[src/vpg_consts.vh]
// Constants for the voice path gain and loopback control block.
// Assumes inclusion by bare name from the design files of this block.
`ifndef VPG_CONSTS_VH
`define VPG_CONSTS_VH
// Register addresses on the 7-bit control port.
`define VPG_ADDR_AUDIO_GAIN 7'h08
`define VPG_ADDR_PATH_MODE 7'h09
`define VPG_ADDR_LINE_IMP 7'h0a
`define VPG_ADDR_HYBRID 7'h0b
`define VPG_ADDR_RX_DGAIN 7'h0c
`define VPG_ADDR_EXT_REF 7'h6c
// Reset values.
`define VPG_RST_AUDIO_GAIN 8'h0a
`define VPG_RST_PATH_MODE 8'h00
`define VPG_RST_LINE_IMP 8'h00
`define VPG_RST_HYBRID 8'h03
`define VPG_RST_RX_DGAIN 8'h40
`define VPG_RST_EXT_REF 8'h00
// Field positions.
`define VPG_TXAMP_LSB 0
`define VPG_RXAMP_LSB 2
`define VPG_LINFMT_BIT 0
`define VPG_LOOP_LSB 1
`define VPG_CBYP_BIT 4
`define VPG_IMPSEL_LSB 0
`define VPG_CLC_LSB 4
`define VPG_BAL_LSB 0
`define VPG_HYBOFF_BIT 4
`define VPG_EXTREF_BIT 4
// Field masks for readback.
`define VPG_MASK_AUDIO_GAIN 8'h0f
`define VPG_MASK_PATH_MODE 8'h1f
`define VPG_MASK_LINE_IMP 8'h37
`define VPG_MASK_HYBRID 8'h17
`define VPG_MASK_EXT_REF 8'h10
// Analog amplifier gain codes.
`define VPG_AMP_MUTE 2'h0
`define VPG_AMP_M3P5 2'h1
`define VPG_AMP_0DB 2'h2
`define VPG_AMP_P3P5 2'h3
// Loopback mode codes.
`define VPG_LOOP_NONE 3'h0
`define VPG_LOOP_FULL_ANA 3'h1
`define VPG_LOOP_PART_ANA 3'h2
`define VPG_LOOP_FULL_DIG 3'h3
`define VPG_LOOP_PART_DIG 3'h4
// Impedance settings: code 0 is 600 ohm, 6 and 7 are the complex ones.
`define VPG_IMP_600 3'h0
`define VPG_IMP_CPLX_A 3'h6
`define VPG_IMP_CPLX_B 3'h7
// Receive digital gain unity point (Q6), full scale is +6 dB.
`define VPG_DGAIN_SHIFT 4'h6
`define VPG_DGAIN_MAX 9'h080
// Balance coefficients (Q8), -8.77 dB up to -1.92 dB.
`define VPG_BAL_SHIFT 4'h8
`define VPG_BAL0 9'h05d
`define VPG_BAL1 9'h068
`define VPG_BAL2 9'h075
`define VPG_BAL3 9'h083
`define VPG_BAL4 9'h092
`define VPG_BAL5 9'h0a4
`define VPG_BAL6 9'h0b7
`define VPG_BAL7 9'h0cd
// Companding constants.
`define VPG_ULAW_BIAS 16'h0084
`define VPG_ULAW_CLIP 16'h7f7b
`endif

[src/vpg_compressor.v]
// Mu-law compressor: one 16-bit linear sample to an 8-bit code.
// Assumes a purely combinational use; the caller registers the result.
`timescale 1ns/1ns
`include "vpg_consts.vh"
module vpg_compressor (
  // Linear in
  input wire [15:0] i_sample,
  // Code out
  output wire [7:0] o_code
);
  reg [15:0] mag;
  reg [2:0] expo;
  reg [3:0] mant;
  integer k;
  always @* begin
    mag = i_sample[15] ? (16'h0000 - i_sample) : i_sample;
    if (mag > `VPG_ULAW_CLIP) begin
      mag = `VPG_ULAW_CLIP;
    end
    mag = mag + `VPG_ULAW_BIAS;
    expo = 3'h0;
    for (k = 1; k < 8; k = k + 1) begin
      if (mag[k + 7]) begin
        expo = k[2:0];
      end
    end
    mant = mag[expo + 4'h3 +: 4];
  end
  assign o_code = ~{i_sample[15], expo, mant};
endmodule // vpg_compressor

[src/vpg_expander.v]
// Mu-law expander: one 8-bit code to a 16-bit linear sample.
// Assumes a purely combinational use; the caller registers the result.
`timescale 1ns/1ns
`include "vpg_consts.vh"
module vpg_expander (
  // Code in
  input wire [7:0] i_code,
  // Linear out
  output wire [15:0] o_sample
);
  wire [7:0] inv;
  wire [15:0] mag;
  assign inv = ~i_code;
  assign mag = (({8'h00, 1'b1, inv[3:0], 3'h0} + `VPG_ULAW_BIAS - 16'h0080)
    << inv[6:4]) - `VPG_ULAW_BIAS;
  assign o_sample = inv[7] ? (16'h0000 - mag) : mag;
endmodule // vpg_expander

[src/vpg_voice_path.v]
// Voice path control: gains, transhybrid balance, loopbacks, line setup.
// Assumes one 50 MHz clock; sample strobes are one-cycle pulses at 8 kHz.
// What this block does
// - Expand each received compressed 8-bit code into a 16-bit linear sample.
// - With linear format set, join two received bytes into one 16-bit sample.
// - Scale received samples by digital gain from full mute to +6 dB.
// - Transmit analog amplifier gain selects mute, -3.5, 0 or +3.5 dB.
// - Transmit converter supplies 16-bit linear samples at 8 kHz.
// - Receive analog amplifier gain selects mute, -3.5, 0 or +3.5 dB.
// - Three-bit balance field sets cancellation gain -8.77 to -1.92 dB.
// - Subtract cancellation term before any transmit gain stage.
// - A register bit switches transhybrid cancellation off entirely.
// - Full analog loopback feeds compressed transmit bytes into the expander.
// - Partial analog loopback sends converter samples straight to receive converter.
// - Full digital loopback returns receive output to transmit via hybrid path.
// - Partial digital loopback sends receive converter input into transmit filter.
// - Digital loopbacks may bypass companding and carry 16-bit linear words.
// - Three-bit field selects one of eight line impedance settings.
// - Without a write, the impedance setting is 600 ohm.
// - Line capacitance boost field defaults to no line capacitance.
// - Bit 4 of register 108 selects external reference for complex settings.
`timescale 1ns/1ns
`include "vpg_consts.vh"
module vpg_voice_path (
  // Clock and reset
  input wire i_core_clk,
  input wire i_resetn,
  // Register port
  input wire [6:0] i_reg_addr,
  input wire [7:0] i_reg_wdata,
  input wire i_reg_wr,
  input wire i_reg_rd,
  output reg [7:0] o_reg_rdata,
  output reg o_reg_rdata_valid,
  // PCM side
  input wire i_frame_sync,
  input wire [7:0] i_rx_byte,
  input wire i_rx_byte_valid,
  output reg [7:0] o_tx_byte,
  output reg o_tx_byte_valid,
  // Converter side
  input wire [15:0] i_adc_sample,
  input wire i_adc_valid,
  output reg [15:0] o_dac_sample,
  output reg o_dac_valid,
  // Analog settings
  output reg [1:0] o_tx_amp_gain,
  output reg [1:0] o_rx_amp_gain,
  output reg [2:0] o_impedance_select,
  output reg [1:0] o_line_cap_comp,
  output reg o_ext_reference_active
);
  localparam TX_IDLE = 1'b0;
  localparam TX_LOW = 1'b1;

  // Saturate a wide signed value to 16 bits.
  function [15:0] vpg_sat;
    input [24:0] v;
    begin
      if (!v[24] && (v[23:15] != 9'h000)) begin
        vpg_sat = 16'h7fff;
      end else if (v[24] && (v[23:15] != 9'h1ff)) begin
        vpg_sat = 16'h8000;
      end else begin
        vpg_sat = v[15:0];
      end
    end
  endfunction

  // Signed 16 by unsigned 9 product, arithmetically shifted.
  function [24:0] vpg_scale;
    input [15:0] s;
    input [8:0] g;
    input [3:0] sh;
    reg signed [24:0] p;
    begin
      p = $signed({{9{s[15]}}, s}) * $signed({16'h0000, g});
      vpg_scale = p >>> sh;
    end
  endfunction

  reg [7:0] audio_gain;
  reg [7:0] path_mode;
  reg [7:0] line_impedance_synthesis_control;
  reg [7:0] hybrid_balance_control;
  reg [7:0] rx_digital_gain;
  reg [7:0] external_reference_option;
  reg rx_phase;
  reg [7:0] rx_high;
  reg [15:0] rx_word;
  reg rx_word_valid;
  reg [15:0] tx_word;
  reg tx_word_valid;
  reg tx_state;
  reg [7:0] tx_low;
  reg [7:0] next_rdata;
  reg [8:0] bal_coef;
  reg [8:0] dgain;

  wire [2:0] loop_mode;
  wire linear_format_select;
  wire comp_bypass;
  wire dig_loop;
  wire full_analog_loopback;
  wire partial_analog_loopback;
  wire full_digital_loopback;
  wire partial_digital_loopback;
  wire hybrid_off;
  wire rx_linear;
  wire [7:0] rx_src_byte;
  wire rx_src_valid;
  wire [15:0] expanded;
  wire [15:0] rx_scaled;
  wire [15:0] hyb_term;
  wire [15:0] tx_code_in;
  wire [7:0] tx_code;
  wire [2:0] impedance_select_field;
  wire [2:0] balance_gain_field;

  assign loop_mode = path_mode[`VPG_LOOP_LSB +: 3];
  assign linear_format_select = path_mode[`VPG_LINFMT_BIT];
  assign comp_bypass = path_mode[`VPG_CBYP_BIT];
  assign full_analog_loopback = (loop_mode == `VPG_LOOP_FULL_ANA);
  assign partial_analog_loopback = (loop_mode == `VPG_LOOP_PART_ANA);
  assign full_digital_loopback = (loop_mode == `VPG_LOOP_FULL_DIG);
  assign partial_digital_loopback = (loop_mode == `VPG_LOOP_PART_DIG);
  assign dig_loop = full_digital_loopback | partial_digital_loopback;
  // Companding is skipped in both digital loopbacks when bypass is set.
  assign rx_linear = linear_format_select | (dig_loop & comp_bypass);
  assign hybrid_off = hybrid_balance_control[`VPG_HYBOFF_BIT];
  assign impedance_select_field = line_impedance_synthesis_control[`VPG_IMPSEL_LSB +: 3];
  assign balance_gain_field = hybrid_balance_control[`VPG_BAL_LSB +: 3];

  // The compressed transmit stream replaces the received stream.
  assign rx_src_byte = full_analog_loopback ? o_tx_byte : i_rx_byte;
  assign rx_src_valid = full_analog_loopback ? o_tx_byte_valid : i_rx_byte_valid;

  vpg_expander u_expander (
    .i_code(rx_src_byte),
    .o_sample(expanded)
  );

  vpg_compressor u_compressor (
    .i_sample(tx_word),
    .o_code(tx_code)
  );

  // Gain above +6 dB is clamped so a stray code cannot overdrive the line.
  always @* begin
    dgain = {1'b0, rx_digital_gain};
    if (dgain > `VPG_DGAIN_MAX) begin
      dgain = `VPG_DGAIN_MAX;
    end
  end
  assign rx_scaled = vpg_sat(vpg_scale(rx_word, dgain, `VPG_DGAIN_SHIFT));

  always @* begin
    case (balance_gain_field)
      3'h0: bal_coef = `VPG_BAL0;
      3'h1: bal_coef = `VPG_BAL1;
      3'h2: bal_coef = `VPG_BAL2;
      3'h3: bal_coef = `VPG_BAL3;
      3'h4: bal_coef = `VPG_BAL4;
      3'h5: bal_coef = `VPG_BAL5;
      3'h6: bal_coef = `VPG_BAL6;
      default: bal_coef = `VPG_BAL7;
    endcase
  end
  // Balance estimate from what is being sent to the line.
  assign hyb_term = vpg_sat(vpg_scale(o_dac_sample, bal_coef, `VPG_BAL_SHIFT));
  assign tx_code_in = tx_word;

  // Register writes.
  always @(posedge i_core_clk or negedge i_resetn) begin
    if (!i_resetn) begin
      audio_gain <= `VPG_RST_AUDIO_GAIN;
      path_mode <= `VPG_RST_PATH_MODE;
      line_impedance_synthesis_control <= `VPG_RST_LINE_IMP;
      hybrid_balance_control <= `VPG_RST_HYBRID;
      rx_digital_gain <= `VPG_RST_RX_DGAIN;
      external_reference_option <= `VPG_RST_EXT_REF;
    end else if (i_reg_wr) begin
      case (i_reg_addr)
        `VPG_ADDR_AUDIO_GAIN: audio_gain <= i_reg_wdata & `VPG_MASK_AUDIO_GAIN;
        `VPG_ADDR_PATH_MODE: path_mode <= i_reg_wdata & `VPG_MASK_PATH_MODE;
        `VPG_ADDR_LINE_IMP: begin
          line_impedance_synthesis_control <= i_reg_wdata & `VPG_MASK_LINE_IMP;
        end
        `VPG_ADDR_HYBRID: hybrid_balance_control <= i_reg_wdata & `VPG_MASK_HYBRID;
        `VPG_ADDR_RX_DGAIN: rx_digital_gain <= i_reg_wdata;
        `VPG_ADDR_EXT_REF: begin
          external_reference_option <= i_reg_wdata & `VPG_MASK_EXT_REF;
        end
        default: ;
      endcase
    end
  end

  // Register reads; unmapped addresses answer zero.
  always @* begin
    case (i_reg_addr)
      `VPG_ADDR_AUDIO_GAIN: next_rdata = audio_gain;
      `VPG_ADDR_PATH_MODE: next_rdata = path_mode;
      `VPG_ADDR_LINE_IMP: next_rdata = line_impedance_synthesis_control;
      `VPG_ADDR_HYBRID: next_rdata = hybrid_balance_control;
      `VPG_ADDR_RX_DGAIN: next_rdata = rx_digital_gain;
      `VPG_ADDR_EXT_REF: next_rdata = external_reference_option;
      default: next_rdata = 8'h00;
    endcase
  end

  always @(posedge i_core_clk or negedge i_resetn) begin
    if (!i_resetn) begin
      o_reg_rdata <= 8'h00;
      o_reg_rdata_valid <= 1'b0;
      o_tx_amp_gain <= 2'h0;
      o_rx_amp_gain <= 2'h0;
      o_impedance_select <= `VPG_IMP_600;
      o_line_cap_comp <= 2'h0;
      o_ext_reference_active <= 1'b0;
    end else begin
      o_reg_rdata_valid <= i_reg_rd;
      if (i_reg_rd) begin
        o_reg_rdata <= next_rdata;
      end
      o_tx_amp_gain <= audio_gain[`VPG_TXAMP_LSB +: 2];
      o_rx_amp_gain <= audio_gain[`VPG_RXAMP_LSB +: 2];
      o_impedance_select <= impedance_select_field;
      o_line_cap_comp <= line_impedance_synthesis_control[`VPG_CLC_LSB +: 2];
      // The external reference only matters for the two complex settings.
      o_ext_reference_active <= external_reference_option[`VPG_EXTREF_BIT] &
        ((impedance_select_field == `VPG_IMP_CPLX_A) |
         (impedance_select_field == `VPG_IMP_CPLX_B));
    end
  end

  // Receive assembly: expand, or pair high byte then low byte.
  always @(posedge i_core_clk or negedge i_resetn) begin
    if (!i_resetn) begin
      rx_phase <= 1'b0;
      rx_high <= 8'h00;
      rx_word <= 16'h0000;
      rx_word_valid <= 1'b0;
    end else begin
      rx_word_valid <= 1'b0;
      if (rx_src_valid) begin
        if (rx_linear) begin
          // A frame sync in the same cycle restarts the pair on this byte.
          if (!rx_phase || i_frame_sync) begin
            rx_high <= rx_src_byte;
            rx_phase <= 1'b1;
          end else begin
            rx_word <= {rx_high, rx_src_byte};
            rx_word_valid <= 1'b1;
            rx_phase <= 1'b0;
          end
        end else begin
          rx_word <= expanded;
          rx_word_valid <= 1'b1;
          rx_phase <= 1'b0;
        end
      end else if (i_frame_sync) begin
        rx_phase <= 1'b0;
      end
    end
  end

  // Receive converter feed.
  always @(posedge i_core_clk or negedge i_resetn) begin
    if (!i_resetn) begin
      o_dac_sample <= 16'h0000;
      o_dac_valid <= 1'b0;
    end else if (partial_analog_loopback) begin
      o_dac_valid <= i_adc_valid;
      if (i_adc_valid) begin
        o_dac_sample <= i_adc_sample;
      end
    end else begin
      o_dac_valid <= rx_word_valid;
      if (rx_word_valid) begin
        o_dac_sample <= rx_scaled;
      end
    end
  end

  // Transmit sample selection and transhybrid subtraction.
  always @(posedge i_core_clk or negedge i_resetn) begin
    if (!i_resetn) begin
      tx_word <= 16'h0000;
      tx_word_valid <= 1'b0;
    end else if (partial_digital_loopback) begin
      tx_word_valid <= rx_word_valid;
      if (rx_word_valid) begin
        tx_word <= rx_scaled;
      end
    end else if (full_digital_loopback) begin
      tx_word_valid <= o_dac_valid;
      if (o_dac_valid) begin
        tx_word <= hyb_term;
      end
    end else begin
      tx_word_valid <= i_adc_valid;
      if (i_adc_valid) begin
        // Cancellation comes first so later gain changes keep the balance.
        if (hybrid_off) begin
          tx_word <= i_adc_sample;
        end else begin
          tx_word <= vpg_sat({{9{i_adc_sample[15]}}, i_adc_sample} -
            {{9{hyb_term[15]}}, hyb_term});
        end
      end
    end
  end

  // Transmit byte output: one code, or high then low byte when linear.
  always @(posedge i_core_clk or negedge i_resetn) begin
    if (!i_resetn) begin
      tx_state <= TX_IDLE;
      tx_low <= 8'h00;
      o_tx_byte <= 8'h00;
      o_tx_byte_valid <= 1'b0;
    end else begin
      o_tx_byte_valid <= 1'b0;
      case (tx_state)
        TX_IDLE: begin
          if (tx_word_valid) begin
            o_tx_byte_valid <= 1'b1;
            if (rx_linear) begin
              o_tx_byte <= tx_code_in[15:8];
              tx_low <= tx_code_in[7:0];
              tx_state <= TX_LOW;
            end else begin
              o_tx_byte <= tx_code;
            end
          end
        end
        TX_LOW: begin
          o_tx_byte <= tx_low;
          o_tx_byte_valid <= 1'b1;
          tx_state <= TX_IDLE;
        end
        default: tx_state <= TX_IDLE;
      endcase
    end
  end
endmodule // vpg_voice_path

[config.mk]
export PLATFORM = sky130hd
export DESIGN_NAME = vpg_voice_path
export DESIGN_NICKNAME = d
export VERILOG_FILES = /design/src/vpg_compressor.v /design/src/vpg_expander.v /design/src/vpg_voice_path.v
export VERILOG_INCLUDE_DIRS = /design/src
export SDC_FILE = /design/constraint.sdc
export NUM_CORES = 1
export LEC_CHECK = 0
export BUFFER_PORTS_ARGS = -buffer_cell sky130_fd_sc_hd__buf_2
export CORE_ASPECT_RATIO = 0.9
export CORE_MARGIN = 2
export CORE_UTILIZATION = 60
export DETAILED_ROUTE_END_ITERATION = 12
export MAX_ROUTING_LAYER = met4
export PLACE_DENSITY = 0.78
export RECOVER_POWER = 25
export SKIP_CTS_REPAIR_TIMING = 1
export SLEW_MARGIN = 40
export SYNTH_ARGS = -nofsm -noshare
export SYNTH_HDL_FRONTEND = slang
export SYNTH_SLANG_ARGS = --single-unit
[constraint.sdc]
create_clock -name i_core_clk -period 14.9 [get_ports i_core_clk]
set_clock_uncertainty 0.1 [all_clocks]
set_input_delay 0.745 -clock i_core_clk [delete_from_list [all_inputs] [get_ports i_core_clk]]
set_output_delay 0.745 -clock i_core_clk [all_outputs]
set_load 0.1 [all_outputs]
Word level (Yosys, flattened, before mapping)

Cells that the tools add are included.

Flip-flop bits (word level): 124
Input port bits: 46
Logic and storage cells: 151
Output and inout bits: 45

Bitwise gates (word level): 8
$add $sub $neg: 8
Magnitude comparators: 2
Mux-type cells: 49
Shifts and indexed selects: 2
Multipliers: 2
Reduce and logical (&&, ||, !) cells: 29
Equality and inequality tests: 26

Operator list:

| operator              | count |
|---|---|
| $mux 16               | 19 |
| $pmux 8 s7            | 1 |
| $mul 16x9->25         | 2 |
| $pmux 8 s6            | 1 |
| $eq 7x4->1 const B    | 5 |
| $mux 8                | 4 |
| $sub 1x16->16 const A | 2 |
| $sub 16x8->16 const B | 2 |
| $ne 9x9->1 const B    | 3 |
| $reduce_bool 9->1     | 3 |
| $eq 3x3->1 const B    | 6 |
| $sub 16x16->17        | 1 |
| $add 16x8->16 const B | 1 |
| $gt 16x15->1 const B  | 1 |
| $not 8->8             | 2 |
| $pmux 8 s2            | 1 |
| $reduce_and 2->1      | 8 |
| $shiftx 16x5->4       | 1 |
| $shl 16x3->16         | 1 |
| $mux 1                | 15 |
| $eq 3x2->1 const B    | 4 |
| $mux 3                | 4 |
| $add 8x8->9 const B   | 1 |
| $reduce_and 3->1      | 3 |
| 17 further kinds      | 35 |

Longest topological paths before layout

Gate-level depths: netlist of the first run.

Depth after elaboration: 18
Gate-level depth with buffers: 39
Mapped depth without buffers: 35

Cells and area by module

A second synthesis of the first run with hierarchy kept.

Cells, all modules: 2179
Area total of the unflattened synthesis: 18465.2 sq um

Modules (own cells, without submodules):

| module         | cells an instance | seq. area each (sq um) | area an instance (sq um) | instances |
|---|---|---|---|---|
| vpg_voice_path | 1816              | 3109.2                 | 15910.3                  | 1 |
| vpg_compressor | 226               | 0.0                    | 1586.5                   | 1 |
| vpg_expander   | 137               | 0.0                    | 968.4                    | 1 |

Worst setup path after synthesis of the first run

Ideal clock, no wire load.

Path type: register to register
Start: register o_dac_sample[15]
End: register tx_word[8], in the netlist tx_code_in[8]
Data arrival time: 8823 ps
Buffers on the path: 2
Data required time: 14718 ps
Stages on the path, launching flop included: 32
Clock period less this slack: 9005 ps
Slack: 5895 ps
Setup time: 82 ps
Cell sequence: dfrtp_1 nor2b_1 inv_1 a21oi_1 fa_1 fa_1 inv_1 fa_1 fa_1 inv_1 ha_1 nand4_1 or3_1 a211oi_1 a211oi_1 xor2_1 nor2_1 clkbuf_1 o21a_1 ha_1 fa_1 nor2b_1 a221o_1 o221ai_1 o211a_1 maj3_1 o211a_1 or3_1 buf_2 nor2_1 o22ai_1 a31oi_1

Longest elaborated chain between the ends: 14
Elaborated cells on any way between the ends: 21
Those cells by class: add/sub: 1; mul: 1; eq/ne: 2; mux: 9; reduce/logical: 8

Ends and longest elaborated chain:

| what                   | RTL line             | source |
|---|---|---|
| from (decl)            | vpg_voice_path.v:44  | `output reg [15:0] o_dac_sample,` |
| from (signal assigned) | vpg_voice_path.v:276 | `o_dac_sample <= i_adc_sample;` |
| from (signal assigned) | vpg_voice_path.v:281 | `o_dac_sample <= rx_scaled;` |
| $mul 16x9->25 (*)      | vpg_voice_path.v:77  | `p = $signed({{9{s[15]}}, s}) * $signed({16'h0000, g});` |
| $ne 9x9->1             | vpg_voice_path.v:62  | `end else if (v[24] && (v[23:15] != 9'h1ff)) begin` |
| $logic_and 1x1->1      | vpg_voice_path.v:62  |  |
| $mux 16                | vpg_voice_path.v:62  |  |
| $mux 16 (*)            | vpg_voice_path.v:60  | `if (!v[24] && (v[23:15] != 9'h000)) begin` |
| $sub 16x16->17         | vpg_voice_path.v:308 | `tx_word <= vpg_sat({{9{i_adc_sample[15]}}, i_adc_sample} -` |
| $ne 9x9->1             | vpg_voice_path.v:62  |  |
| $logic_and 1x1->1      | vpg_voice_path.v:62  |  |
| $mux 16                | vpg_voice_path.v:62  |  |
| $mux 16                | vpg_voice_path.v:60  |  |
| $mux 16                | vpg_voice_path.v:305 | `if (hybrid_off) begin` |
| $mux 16                | vpg_voice_path.v:303 | `if (i_adc_valid) begin` |
| $mux 16 (*)            | vpg_voice_path.v:296 | `end else if (full_digital_loopback) begin` |
| $mux 16 (*)            | vpg_voice_path.v:291 | `end else if (partial_digital_loopback) begin` |
| to (signal assigned)   | vpg_voice_path.v:294 | `tx_word <= rx_scaled;` |
| to (signal assigned)   | vpg_voice_path.v:299 | `tx_word <= hyb_term;` |
| to (signal assigned)   | vpg_voice_path.v:306 | `tx_word <= i_adc_sample;` |
| to (decl)              | vpg_voice_path.v:92  | `reg [15:0] tx_word;` |

Mark *: on every way between the ends. The rest lies on a longest branch, timed or not. The select of a mux whose other input is x is not followed.
A chain may end at the register's enable or synchronous reset.

Worst setup path after layout of the first run

Start: register hybrid_balance_control[0]
End: register tx_word[8], in the netlist tx_code_in[8]

Longest elaborated chain between the ends: 16
Elaborated cells on any way between the ends: 29
Those cells by class: add/sub: 1; mul: 1; eq/ne: 8; mux: 10; reduce/logical: 9

Ends and longest elaborated chain:

| what                                     | RTL line             | source |
|---|---|---|
| from (decl)                              | vpg_voice_path.v:85  | `reg [7:0] hybrid_balance_control;` |
| from (signal assigned)                   | vpg_voice_path.v:179 | `` hybrid_balance_control <= `VPG_RST_HYBRID; `` |
| from (signal assigned)                   | vpg_voice_path.v:189 | `` `VPG_ADDR_HYBRID: hybrid_balance_control <= i_reg_wdata & `VPG_MASK_HYBRID; `` |
| $eq 3x3->1, or another cell as far along | vpg_voice_path.v:158 | `case (balance_gain_field)` |
| $pmux 8 s7 (*)                           | vpg_voice_path.v:158 |  |
| $mul 16x9->25 (*)                        | vpg_voice_path.v:77  |  |
| $ne 9x9->1                               | vpg_voice_path.v:62  |  |
| $logic_and 1x1->1                        | vpg_voice_path.v:62  |  |
| $mux 16                                  | vpg_voice_path.v:62  |  |
| $mux 16 (*)                              | vpg_voice_path.v:60  |  |
| $sub 16x16->17                           | vpg_voice_path.v:308 |  |
| $ne 9x9->1                               | vpg_voice_path.v:62  |  |
| $logic_and 1x1->1                        | vpg_voice_path.v:62  |  |
| $mux 16                                  | vpg_voice_path.v:62  |  |
| $mux 16                                  | vpg_voice_path.v:60  |  |
| $mux 16                                  | vpg_voice_path.v:305 |  |
| $mux 16                                  | vpg_voice_path.v:303 |  |
| $mux 16 (*)                              | vpg_voice_path.v:296 |  |
| $mux 16 (*)                              | vpg_voice_path.v:291 |  |

Marks and branches as above.

==> results of run 1 <==
==> metrics by stage <==
stage	instances	setup WS [ns]	area, um2	hold WS, ns	utilization, %
CTS	2521	4.89	19100	0.234	65.9
global route	2527	4.07	19100	0.312	65.9
detailed placement	2489	4.95	18500	0.294	63.9
floorplan	2071	5.89	17700	0.267	-
finish	2527	4.78	19100	0.295	65.9
global placement	2489	5.26	18500	0.284	63.8
==> final timing paths <==
path                                       to  slack (ns)  cells past startpoint
setup / recovery                tx_code_in[8]        4.78                     30
hold / removal             o_line_cap_comp[1]        0.30                      0
max in group asynchronous      tx_code_in[14]        8.76                      2
setup reg to reg                tx_code_in[8]        4.78                     30
hold reg to reg            o_line_cap_comp[1]        0.30                      0
min in group asynchronous  rx_digital_gain[7]        0.99                      1
==> area by class of cell <==
class | instances | area (um2)
well taps | 396 | 495
multi-input cells | 1524 | 13000
flip-flops and latches | 124 | 3110
diodes | 6 | 15.0
clock buffers | 18 | 439
fillers | 2417 | 9870
repair buffers | 114 | 624
clock inverters | 14 | 146
inverters | 331 | 1240
==> Yosys cell counts, types with 13 or more instances <==
| master | count |
|---|---|
| sky130_fd_sc_hd__clkbuf_1 | 61 |
| sky130_fd_sc_hd__or3_1 | 18 |
| sky130_fd_sc_hd__xnor2_1 | 57 |
| sky130_fd_sc_hd__nand2b_1 | 27 |
| sky130_fd_sc_hd__o31ai_1 | 13 |
| sky130_fd_sc_hd__mux2_2 | 46 |
| sky130_fd_sc_hd__xor2_1 | 33 |
| sky130_fd_sc_hd__nor3_1 | 21 |
| sky130_fd_sc_hd__buf_1 | 20 |
| sky130_fd_sc_hd__a21o_1 | 29 |
| sky130_fd_sc_hd__nor2b_1 | 45 |
| sky130_fd_sc_hd__a31oi_1 | 18 |
| sky130_fd_sc_hd__inv_1 | 330 |
| sky130_fd_sc_hd__nor2_1 | 87 |
| sky130_fd_sc_hd__nand2_1 | 245 |
| sky130_fd_sc_hd__ha_1 | 113 |
| sky130_fd_sc_hd__nand3_1 | 33 |
| sky130_fd_sc_hd__mux2i_1 | 28 |
| sky130_fd_sc_hd__dfrtp_1 | 119 |
| sky130_fd_sc_hd__and2_1 | 96 |
| sky130_fd_sc_hd__o22ai_1 | 25 |
| sky130_fd_sc_hd__a21oi_1 | 122 |
| sky130_fd_sc_hd__fa_1 | 203 |
| sky130_fd_sc_hd__o21ai_0 | 79 |
==> layer usage <==
layer | track usage (%) | share of wire [%]
met5 | - | 0
met4 | 9.70 | 2.7
met1 | 47.3 | 43
met3 | 5.27 | 9.1
met2 | 50.3 | 45
==> registers in the layout (all words and copies together) (netlist names), 3 cells and up <==
| name | flops |
|---|---|
| tx_low | 8 |
| o_reg_rdata | 8 |
| o_dac_sample | 16 |
| hybrid_balance_control | 4 |
| rx_word | 16 |
| line_impedance_synthesis_control | 5 |
| path_mode | 5 |
| rx_digital_gain | 8 |
| o_impedance_select | 3 |
| audio_gain | 4 |
| tx_code_in | 16 |
| o_tx_byte | 8 |
| rx_high | 8 |
==> worst max-delay path: cells and delay by family (launching register included) <==
family,cells,cell delay [ns]
flip-flops,1,0.86
AO/OA/AOI/OAI,11,2.35
XOR/XNOR,1,0.55
adder cells (fa/ha/maj),8,3.64
AND/OR/NAND/NOR,7,2.25
buffers and inverters,3,0.25
==> cell usage in the layout, fill, tap and decap left out, types with 29 or more instances in the layout <==
cell and instances:
sky130_fd_sc_hd__xor2_1 33, sky130_fd_sc_hd__buf_2 88, sky130_fd_sc_hd__nand2_1 245, sky130_fd_sc_hd__a21o_1 29, sky130_fd_sc_hd__o21ai_0 79, sky130_fd_sc_hd__dfrtp_1 118
sky130_fd_sc_hd__fa_1 203, sky130_fd_sc_hd__inv_1 330, sky130_fd_sc_hd__mux2_2 46, sky130_fd_sc_hd__nor2_1 87, sky130_fd_sc_hd__xnor2_1 57, sky130_fd_sc_hd__nor2b_1 42
sky130_fd_sc_hd__nand3_1 33, sky130_fd_sc_hd__a21oi_1 121, sky130_fd_sc_hd__ha_1 113, sky130_fd_sc_hd__and2_1 96
==> logic make-up (layout without fill, tap and decap cells) <==
logic type | after synthesis | in the layout | synth area share, %
and+or+nand+nor | 629 | 629 | 17.7
buffers and inverters | 423 | 477 | 9.11
AOI/OAI and AO/OA | 408 | 408 | 15.3
adders and majority gates | 322 | 322 | 31.3
DFF | 124 | 124 | 17.6
xor gates and xnor gates | 90 | 90 | 4.46
muxes | 75 | 75 | 4.60
other | 0 | 6 | 0
==> impl_results.rst, run 1 <==
.. list-table::
   :header-rows: 1

   * - Metric
     - Value
   * - Clk Latency, worst-skew pair
     - approximately 0.43 ns
   * - Class of the most critical setup path
     - reg2reg
   * - Core area
     - roughly 29000 um2
   * - Final hold vios
     - 0
   * - EDFF count, synth
     - 0
   * - Slew @ Worst Pin
     - 4.17 ns
   * - Net Count, Synth
     - 2433
   * - FFs w/ async S/R, synth
     - 100%
   * - Ranking of synthesized cells by area
     - sky130_fd_sc_hd__fa_1, sky130_fd_sc_hd__dfrtp_1, sky130_fd_sc_hd__ha_1, sky130_fd_sc_hd__inv_1, sky130_fd_sc_hd__nand2_1
   * - Detailed-route via count
     - 15200
   * - Count of antenna-violating nets left after detailed routing
     - 0
   * - DIE AREA
     - 30900 um2
   * - Average size of a mapped cell
     - 8.54 um2
   * - Synthesized instance count
     - slightly above 2000
   * - Die width
     - 185 um
   * - Failing checks
     - capacitance limit, slew limit
   * - Area growth from synthesis to layout
     - 7.83%
   * - Post-synth top flop
     - sky130_fd_sc_hd__dfrtp_1
   * - Number of clock sinks
     - 124
   * - Post-Syn Area
     - 17700 um2
   * - Via count of the first global-routing pass
     - 15100
   * - Count of distinct cell types in the synthesized netlist
     - 95
   * - Pin count of the biggest net entering global routing
     - 80
   * - Number of antenna violations at the first check in global routing
     - 6
   * - Seq cells post-synth
     - 124
   * - Required time of the critical path
     - about 15 ns
   * - Layout net count
     - 2474
   * - Cell repeated most along the worst path
     - sky130_fd_sc_hd__fa_1
   * - Overall Global Routing Usage
     - 33.5%
   * - Final Critical Period
     - 10.12 ns
   * - Clock tree from TritonCTS
     - built
   * - Maximum count of clock buffers along a single path
     - 2
   * - Total overflow reported by the global router
     - 0
   * - Height of the chip
     - about 170 um
   * - Top cell type's share of synthesized area
     - between 20% and 30%
   * - Top cell type by total area after synthesis
     - sky130_fd_sc_hd__fa_1
   * - Data arrival time of the worst path
     - 10.37 ns
   * - Overall routed net length
     - 47.9 mm
   * - Maximum clock rate
     - 0.0988 GHz
   * - Proportion of synthesized chip area in sequential cells
     - between 10% and 20%
   * - Fraction of final layout cells with drive strength greater than 1
     - 11.1%
   * - Cell chosen for the clock root
     - sky130_fd_sc_hd__clkbuf_16
   * - Worst R2R Start
     - hybrid_balance_control[0]
   * - Maximum single-stage delay on the critical path
     - 0.86 ns
   * - RD Place Congestion
     - 0.937
   * - TritonRoute pass-1 iters
     - 7
   * - Aggregate negative setup slack
     - 0 ns
   * - Worst hold path startpoint
     - line_impedance_synthesis_control[5]
   * - Endpoint type of the worst setup path
     - flip-flop
   * - Source of the critical timing path
     - hybrid_balance_control[0]
   * - Global-route wire length before repair
     - 79.6 mm
   * - Top-Level Pins
     - just over 90
   * - HPWL after detailed placement
     - 37.8 mm
   * - Initial detailed-routing violation count
     - approximately 1600
   * - Tcrit/Tclk final
     - between 60% and 70%
   * - RSZ-0062 raised after global routing
     - no
   * - Total of warnings raised by yosys
     - 0
   * - Critical Path Source Type
     - flip-flop
   * - Kind of path behind the tightest hold check
     - reg2reg
   * - Final count of negative-setup-slack endpoints
     - 0
   * - Clock H-tree levels
     - 4
   * - Largest fanout of any net on the critical path
     - 27
   * - Cts bufs inserted
     - 17
   * - Crit-path slowest cell
     - sky130_fd_sc_hd__dfstp_2
   * - Final number of max-transition violations
     - 127
   * - Routed vias/inst
     - 6.00
   * - Maximum Capacitance Violations
     - 2
   * - Count of port buffers added during placement
     - 90
   * - Status
     - complete, but fails checks
   * - Remaining DRCs
     - 0
   * - Slew Limit Headroom
     - -178%
   * - Initial core utilization
     - 61.1%
   * - WL/cell
     - 19.0 um
   * - Std-Cell Rows
     - slightly below 60
   * - Clock-pin slew on the worst setup and hold paths
     - about 0.07 ns
Power of run 1 is left out: the tool's default activity adds up to more than one toggle a clock period on the data nets, which glitch-free logic cannot reach.
==> run 2, diff against run 1 <==
- ABC_AREA: default -> 1
- CORE_UTILIZATION: 60 -> 58
- PLACE_DENSITY: 0.78 -> 0.79
- clock period: 14.9 -> 8.7 ns (I/O delays scaled with it)
==> impl_results.rst, run 2 <==
.. list-table::
   :header-rows: 1

   * - Metric
     - Value
   * - Routed vias/inst
     - 5.56 (-7.3%)
   * - Cell count of the worst hold path
     - 1 (+1)
   * - Die width
     - 192 um (+3.7%)
   * - Worst-case reg-to-reg path depth
     - 44 (+47%)
   * - Data arrival time of the worst path
     - 8.39 ns (-1.98 ns)
   * - Highest metal layer used by the detailed router
     - met4
   * - Count of antenna-violating nets left after detailed routing
     - 0 (unchanged)
   * - Failing checks
     - capacitance limit, slew limit
   * - Std-Cell Rows
     - 61 (+3.4%)
   * - Overall routed net length
     - 51.6 mm (+7.6%)
   * - Ranking of synthesized cells by area
     - sky130_fd_sc_hd__fa_1, sky130_fd_sc_hd__dfrtp_1, sky130_fd_sc_hd__nand2_1, sky130_fd_sc_hd__inv_1, sky130_fd_sc_hd__ha_1
   * - WL/cell
     - 16.5 um (-13%)
   * - Slew Limit Headroom
     - -209% (-31 points)
   * - Count of port buffers added during placement
     - 90 (unchanged)
   * - Cts bufs inserted
     - 17 (unchanged)
   * - Remaining DRCs
     - 0 (unchanged)
   * - Maximum clock rate
     - 0.122 GHz (+24%)
   * - Kind of path behind the tightest hold check
     - in2reg
   * - Largest fanout of any net on the critical path
     - 18 (-33%)
   * - Final number of max-transition violations
     - 82 (-35%)
   * - Commonest non-fill, non-tap cells in the layout
     - sky130_fd_sc_hd__nand2_1, sky130_fd_sc_hd__inv_1, sky130_fd_sc_hd__nor2_1, sky130_fd_sc_hd__fa_1, sky130_fd_sc_hd__nand3_1
   * - Cell repeated most along the worst path
     - sky130_fd_sc_hd__nand2_1
   * - Source of the critical timing path
     - hybrid_balance_control[0]
   * - DRT met1 WL
     - 22.4 mm (+8.7%)
   * - Filler-free cell count of the finished design
     - 3126 (+24%)
   * - Total met3 wirelength after detailed routing
     - 4.08 mm (-6.8%)
   * - Initial core utilization
     - 59.3% (-1.8 points)
   * - Clock tree from TritonCTS
     - built
   * - Endpoint type of the worst setup path
     - flip-flop
   * - Slew @ Worst Pin
     - 4.64 ns (+0.471 ns)
   * - Proportion of synthesized chip area in sequential cells
     - 16.9% (-0.70 points)
   * - EDFF count, synth
     - 0 (unchanged)
   * - Worst R2R Start
     - hybrid_balance_control[0]
   * - Fraction of final layout cells with drive strength greater than 1
     - 8.70% (-2.4 points)
   * - Cell count after placement
     - 3083 (+24%)
   * - Final count of negative-setup-slack endpoints
     - 0 (unchanged)
   * - Required time of the critical path
     - 8.92 ns (-6.23 ns)
   * - Hold EP
     - o_reg_rdata_valid
   * - Average size of a mapped cell
     - 6.97 um2 (-18%)
   * - Routed length on met2
     - 23.4 mm (+8.3%)
   * - Post-Syn Area
     - 18400 um2 (+4.2%)
   * - Tcrit/Tclk final
     - 93.9% (+26 points)
   * - Clk Latency, worst-skew pair
     - 0.44 ns (about the same)
   * - Top post-synthesis cells by count
     - sky130_fd_sc_hd__nand2_1, sky130_fd_sc_hd__inv_1, sky130_fd_sc_hd__nor2_1, sky130_fd_sc_hd__fa_1, sky130_fd_sc_hd__nand3_1
   * - Crit-path slowest cell
     - sky130_fd_sc_hd__dfstp_4
   * - Final Critical Period
     - 8.17 ns (-1.95 ns)
   * - Top-Level Pins
     - 91 (unchanged)
   * - Clock-pin slew on the worst setup and hold paths
     - 0.07 ns (about the same)
   * - Clock H-tree levels
     - 4 (unchanged)
   * - Number of clock sinks
     - 124 (unchanged)
   * - DIE AREA
     - 33200 um2 (+7.6%)
   * - Post-route standard cell area excluding fillers
     - 19900 um2 (+4.2%)
   * - Crit-path leading delay family
     - adder cells
   * - RD Place Congestion
     - 1.02 (+8.7%)
   * - Seq cells post-synth
     - 124 (unchanged)
   * - Detailed-route via count
     - 17400 (+15%)
   * - Total overflow reported by the global router
     - 0 (unchanged)
   * - Synthesized instance count
     - 2644 (+28%)
   * - Maximum Capacitance Violations
     - 1 (-1)
   * - Total of warnings raised by yosys
     - 0 (unchanged)
   * - Cell chosen for the clock root
     - sky130_fd_sc_hd__clkbuf_16
   * - Critical Path Source Type
     - flip-flop
   * - Number of fillers in the final layout
     - 2765 (+14%)
   * - Multi-input combinational cell area
     - 12900 um2 (-1.1%)
   * - Leading cell type in the layout, fill and taps excluded
     - sky130_fd_sc_hd__nand2_1
   * - Top cell type's share of synthesized area
     - 22.1% (-0.92 points)
   * - Register cell area after layout
     - 3110 um2 (+0.12%)
   * - Layout net count
     - 3063 (+24%)
   * - Maximum count of clock buffers along a single path
     - 2 (unchanged)
   * - Initial detailed-routing violation count
     - 1559 (-1.0%)
   * - Count of distinct cell types in the synthesized netlist
     - 63 (-34%)
   * - Worst path buffer plus inverter count
     - 9 (+6)
   * - Capturing point of the worst reg2reg path
     - tx_code_in[3]
   * - Via count of the first global-routing pass
     - 17100 (+13%)
   * - FFs w/ async S/R, synth
     - 100% (unchanged)
   * - Maximum single-stage delay on the critical path
     - 0.74 ns (-0.12 ns)
   * - Global-route wire length before repair
     - 85.5 mm (+7.4%)
   * - Status
     - complete, but fails checks
   * - Post-synth top flop
     - sky130_fd_sc_hd__dfrtp_1
   * - Class of the most critical setup path
     - reg2reg
   * - Height of the chip
     - 173 um (+3.7%)
   * - Net Count, Synth
     - 3006 (+24%)
   * - Number of antenna violations at the first check in global routing
     - 3 (-3)
   * - Final hold vios
     - 0 (unchanged)
   * - Top cell type by total area after synthesis
     - sky130_fd_sc_hd__fa_1
   * - Most common cell in the netlist
     - sky130_fd_sc_hd__nand2_1
   * - HPWL after detailed placement
     - 41.3 mm (+9.5%)
   * - Worst hold path startpoint
     - i_reg_rd
   * - Core area
     - 31100 um2 (+7.3%)
   * - Minimum setup slack among reg-to-reg paths
     - 0.53 ns (-4.25 ns)
   * - TritonRoute pass-1 iters
     - 6 (-1)
   * - Placed inst area
     - 19200 um2 (+3.7%)
   * - Overall Global Routing Usage
     - 33.3% (-0.23 points)
   * - Pin count of the biggest net entering global routing
     - 82 (+2.5%)
   * - Area growth from synthesis to layout
     - 7.86% (about the same)
[run 2: cell types whose count changed after synthesis, sizes merged, moves of 24 or more]
cell	delta
nand2	+501
o21ai	+64
nor2b	-45
and2	-95
inv	+242
nand3	+106
nor2	+134
nand2b	-27
mux2	-46
xnor2	-24
mux2i	-28
a21o	-24
[run 2: logic make-up (layout without fill, tap and decap cells)]
| logic type | count (synthesis) | count (layout) | share of synthesized area (%) |
|---|---|---|---|
| simple gates | 1167 | 1167 | 26.6 |
| buf+inv | 647 | 717 | 13.6 |
| compound gates | 325 | 325 | 10.1 |
| fa+ha+maj | 316 | 316 | 29.7 |
| flops | 124 | 124 | 16.9 |
| xor+xnor | 64 | 64 | 3.08 |
| mux | 1 | 1 | 0.0611 |
| other cells | 0 | 3 | 0 |
[run 2: stage by stage]
stage                     TNS [ns]  util [%]  hold WS [ns]  worst slack (ns)
after detailed placement         0      61.7         0.294             0.313
after global placement           0      61.6         0.292             0.685
final                            0      64.0         0.143             0.527
after CTS                        0      63.6       -0.0142             0.266
after floorplan                  0         -        0.0394              1.15
after global routing        -0.299      64.0         0.151           -0.0460
[run 2: worst max path at each step]
stage / endpoint / slack [ns] / depth (start not counted)
5_1_grt: tx_code_in[3] / -0.05 / 44
3_5_place_dp: tx_code_in[3] / 0.31 / 37
6_report: tx_code_in[3] / 0.53 / 44
2_1_floorplan: tx_code_in[5] / 1.15 / 43
4_1_cts: tx_code_in[3] / 0.27 / 37
3_3_place_gp: tx_code_in[8] / 0.69 / 41
[run 2: layer usage]
layer,GRT usage (%),vias to the layer above
met5,-,-
met4,11.4,0
met3,5.60,110
met2,50.9,730
met1,45.0,8380
li1,-,8168
[run 2: cell type report]
cell class	count	share of cell area [%]
Clock buffer	17	2.14
Sequential cell	124	15.7
Tap cell	409	2.58
Inverter	576	10.9
Antenna cell	3	0.0378
Timing Repair Buffer	109	3.04
Multi-Input combinational cell	1873	64.7
Clock inverter	15	0.894
Power of run 2 is left out for the same reason.
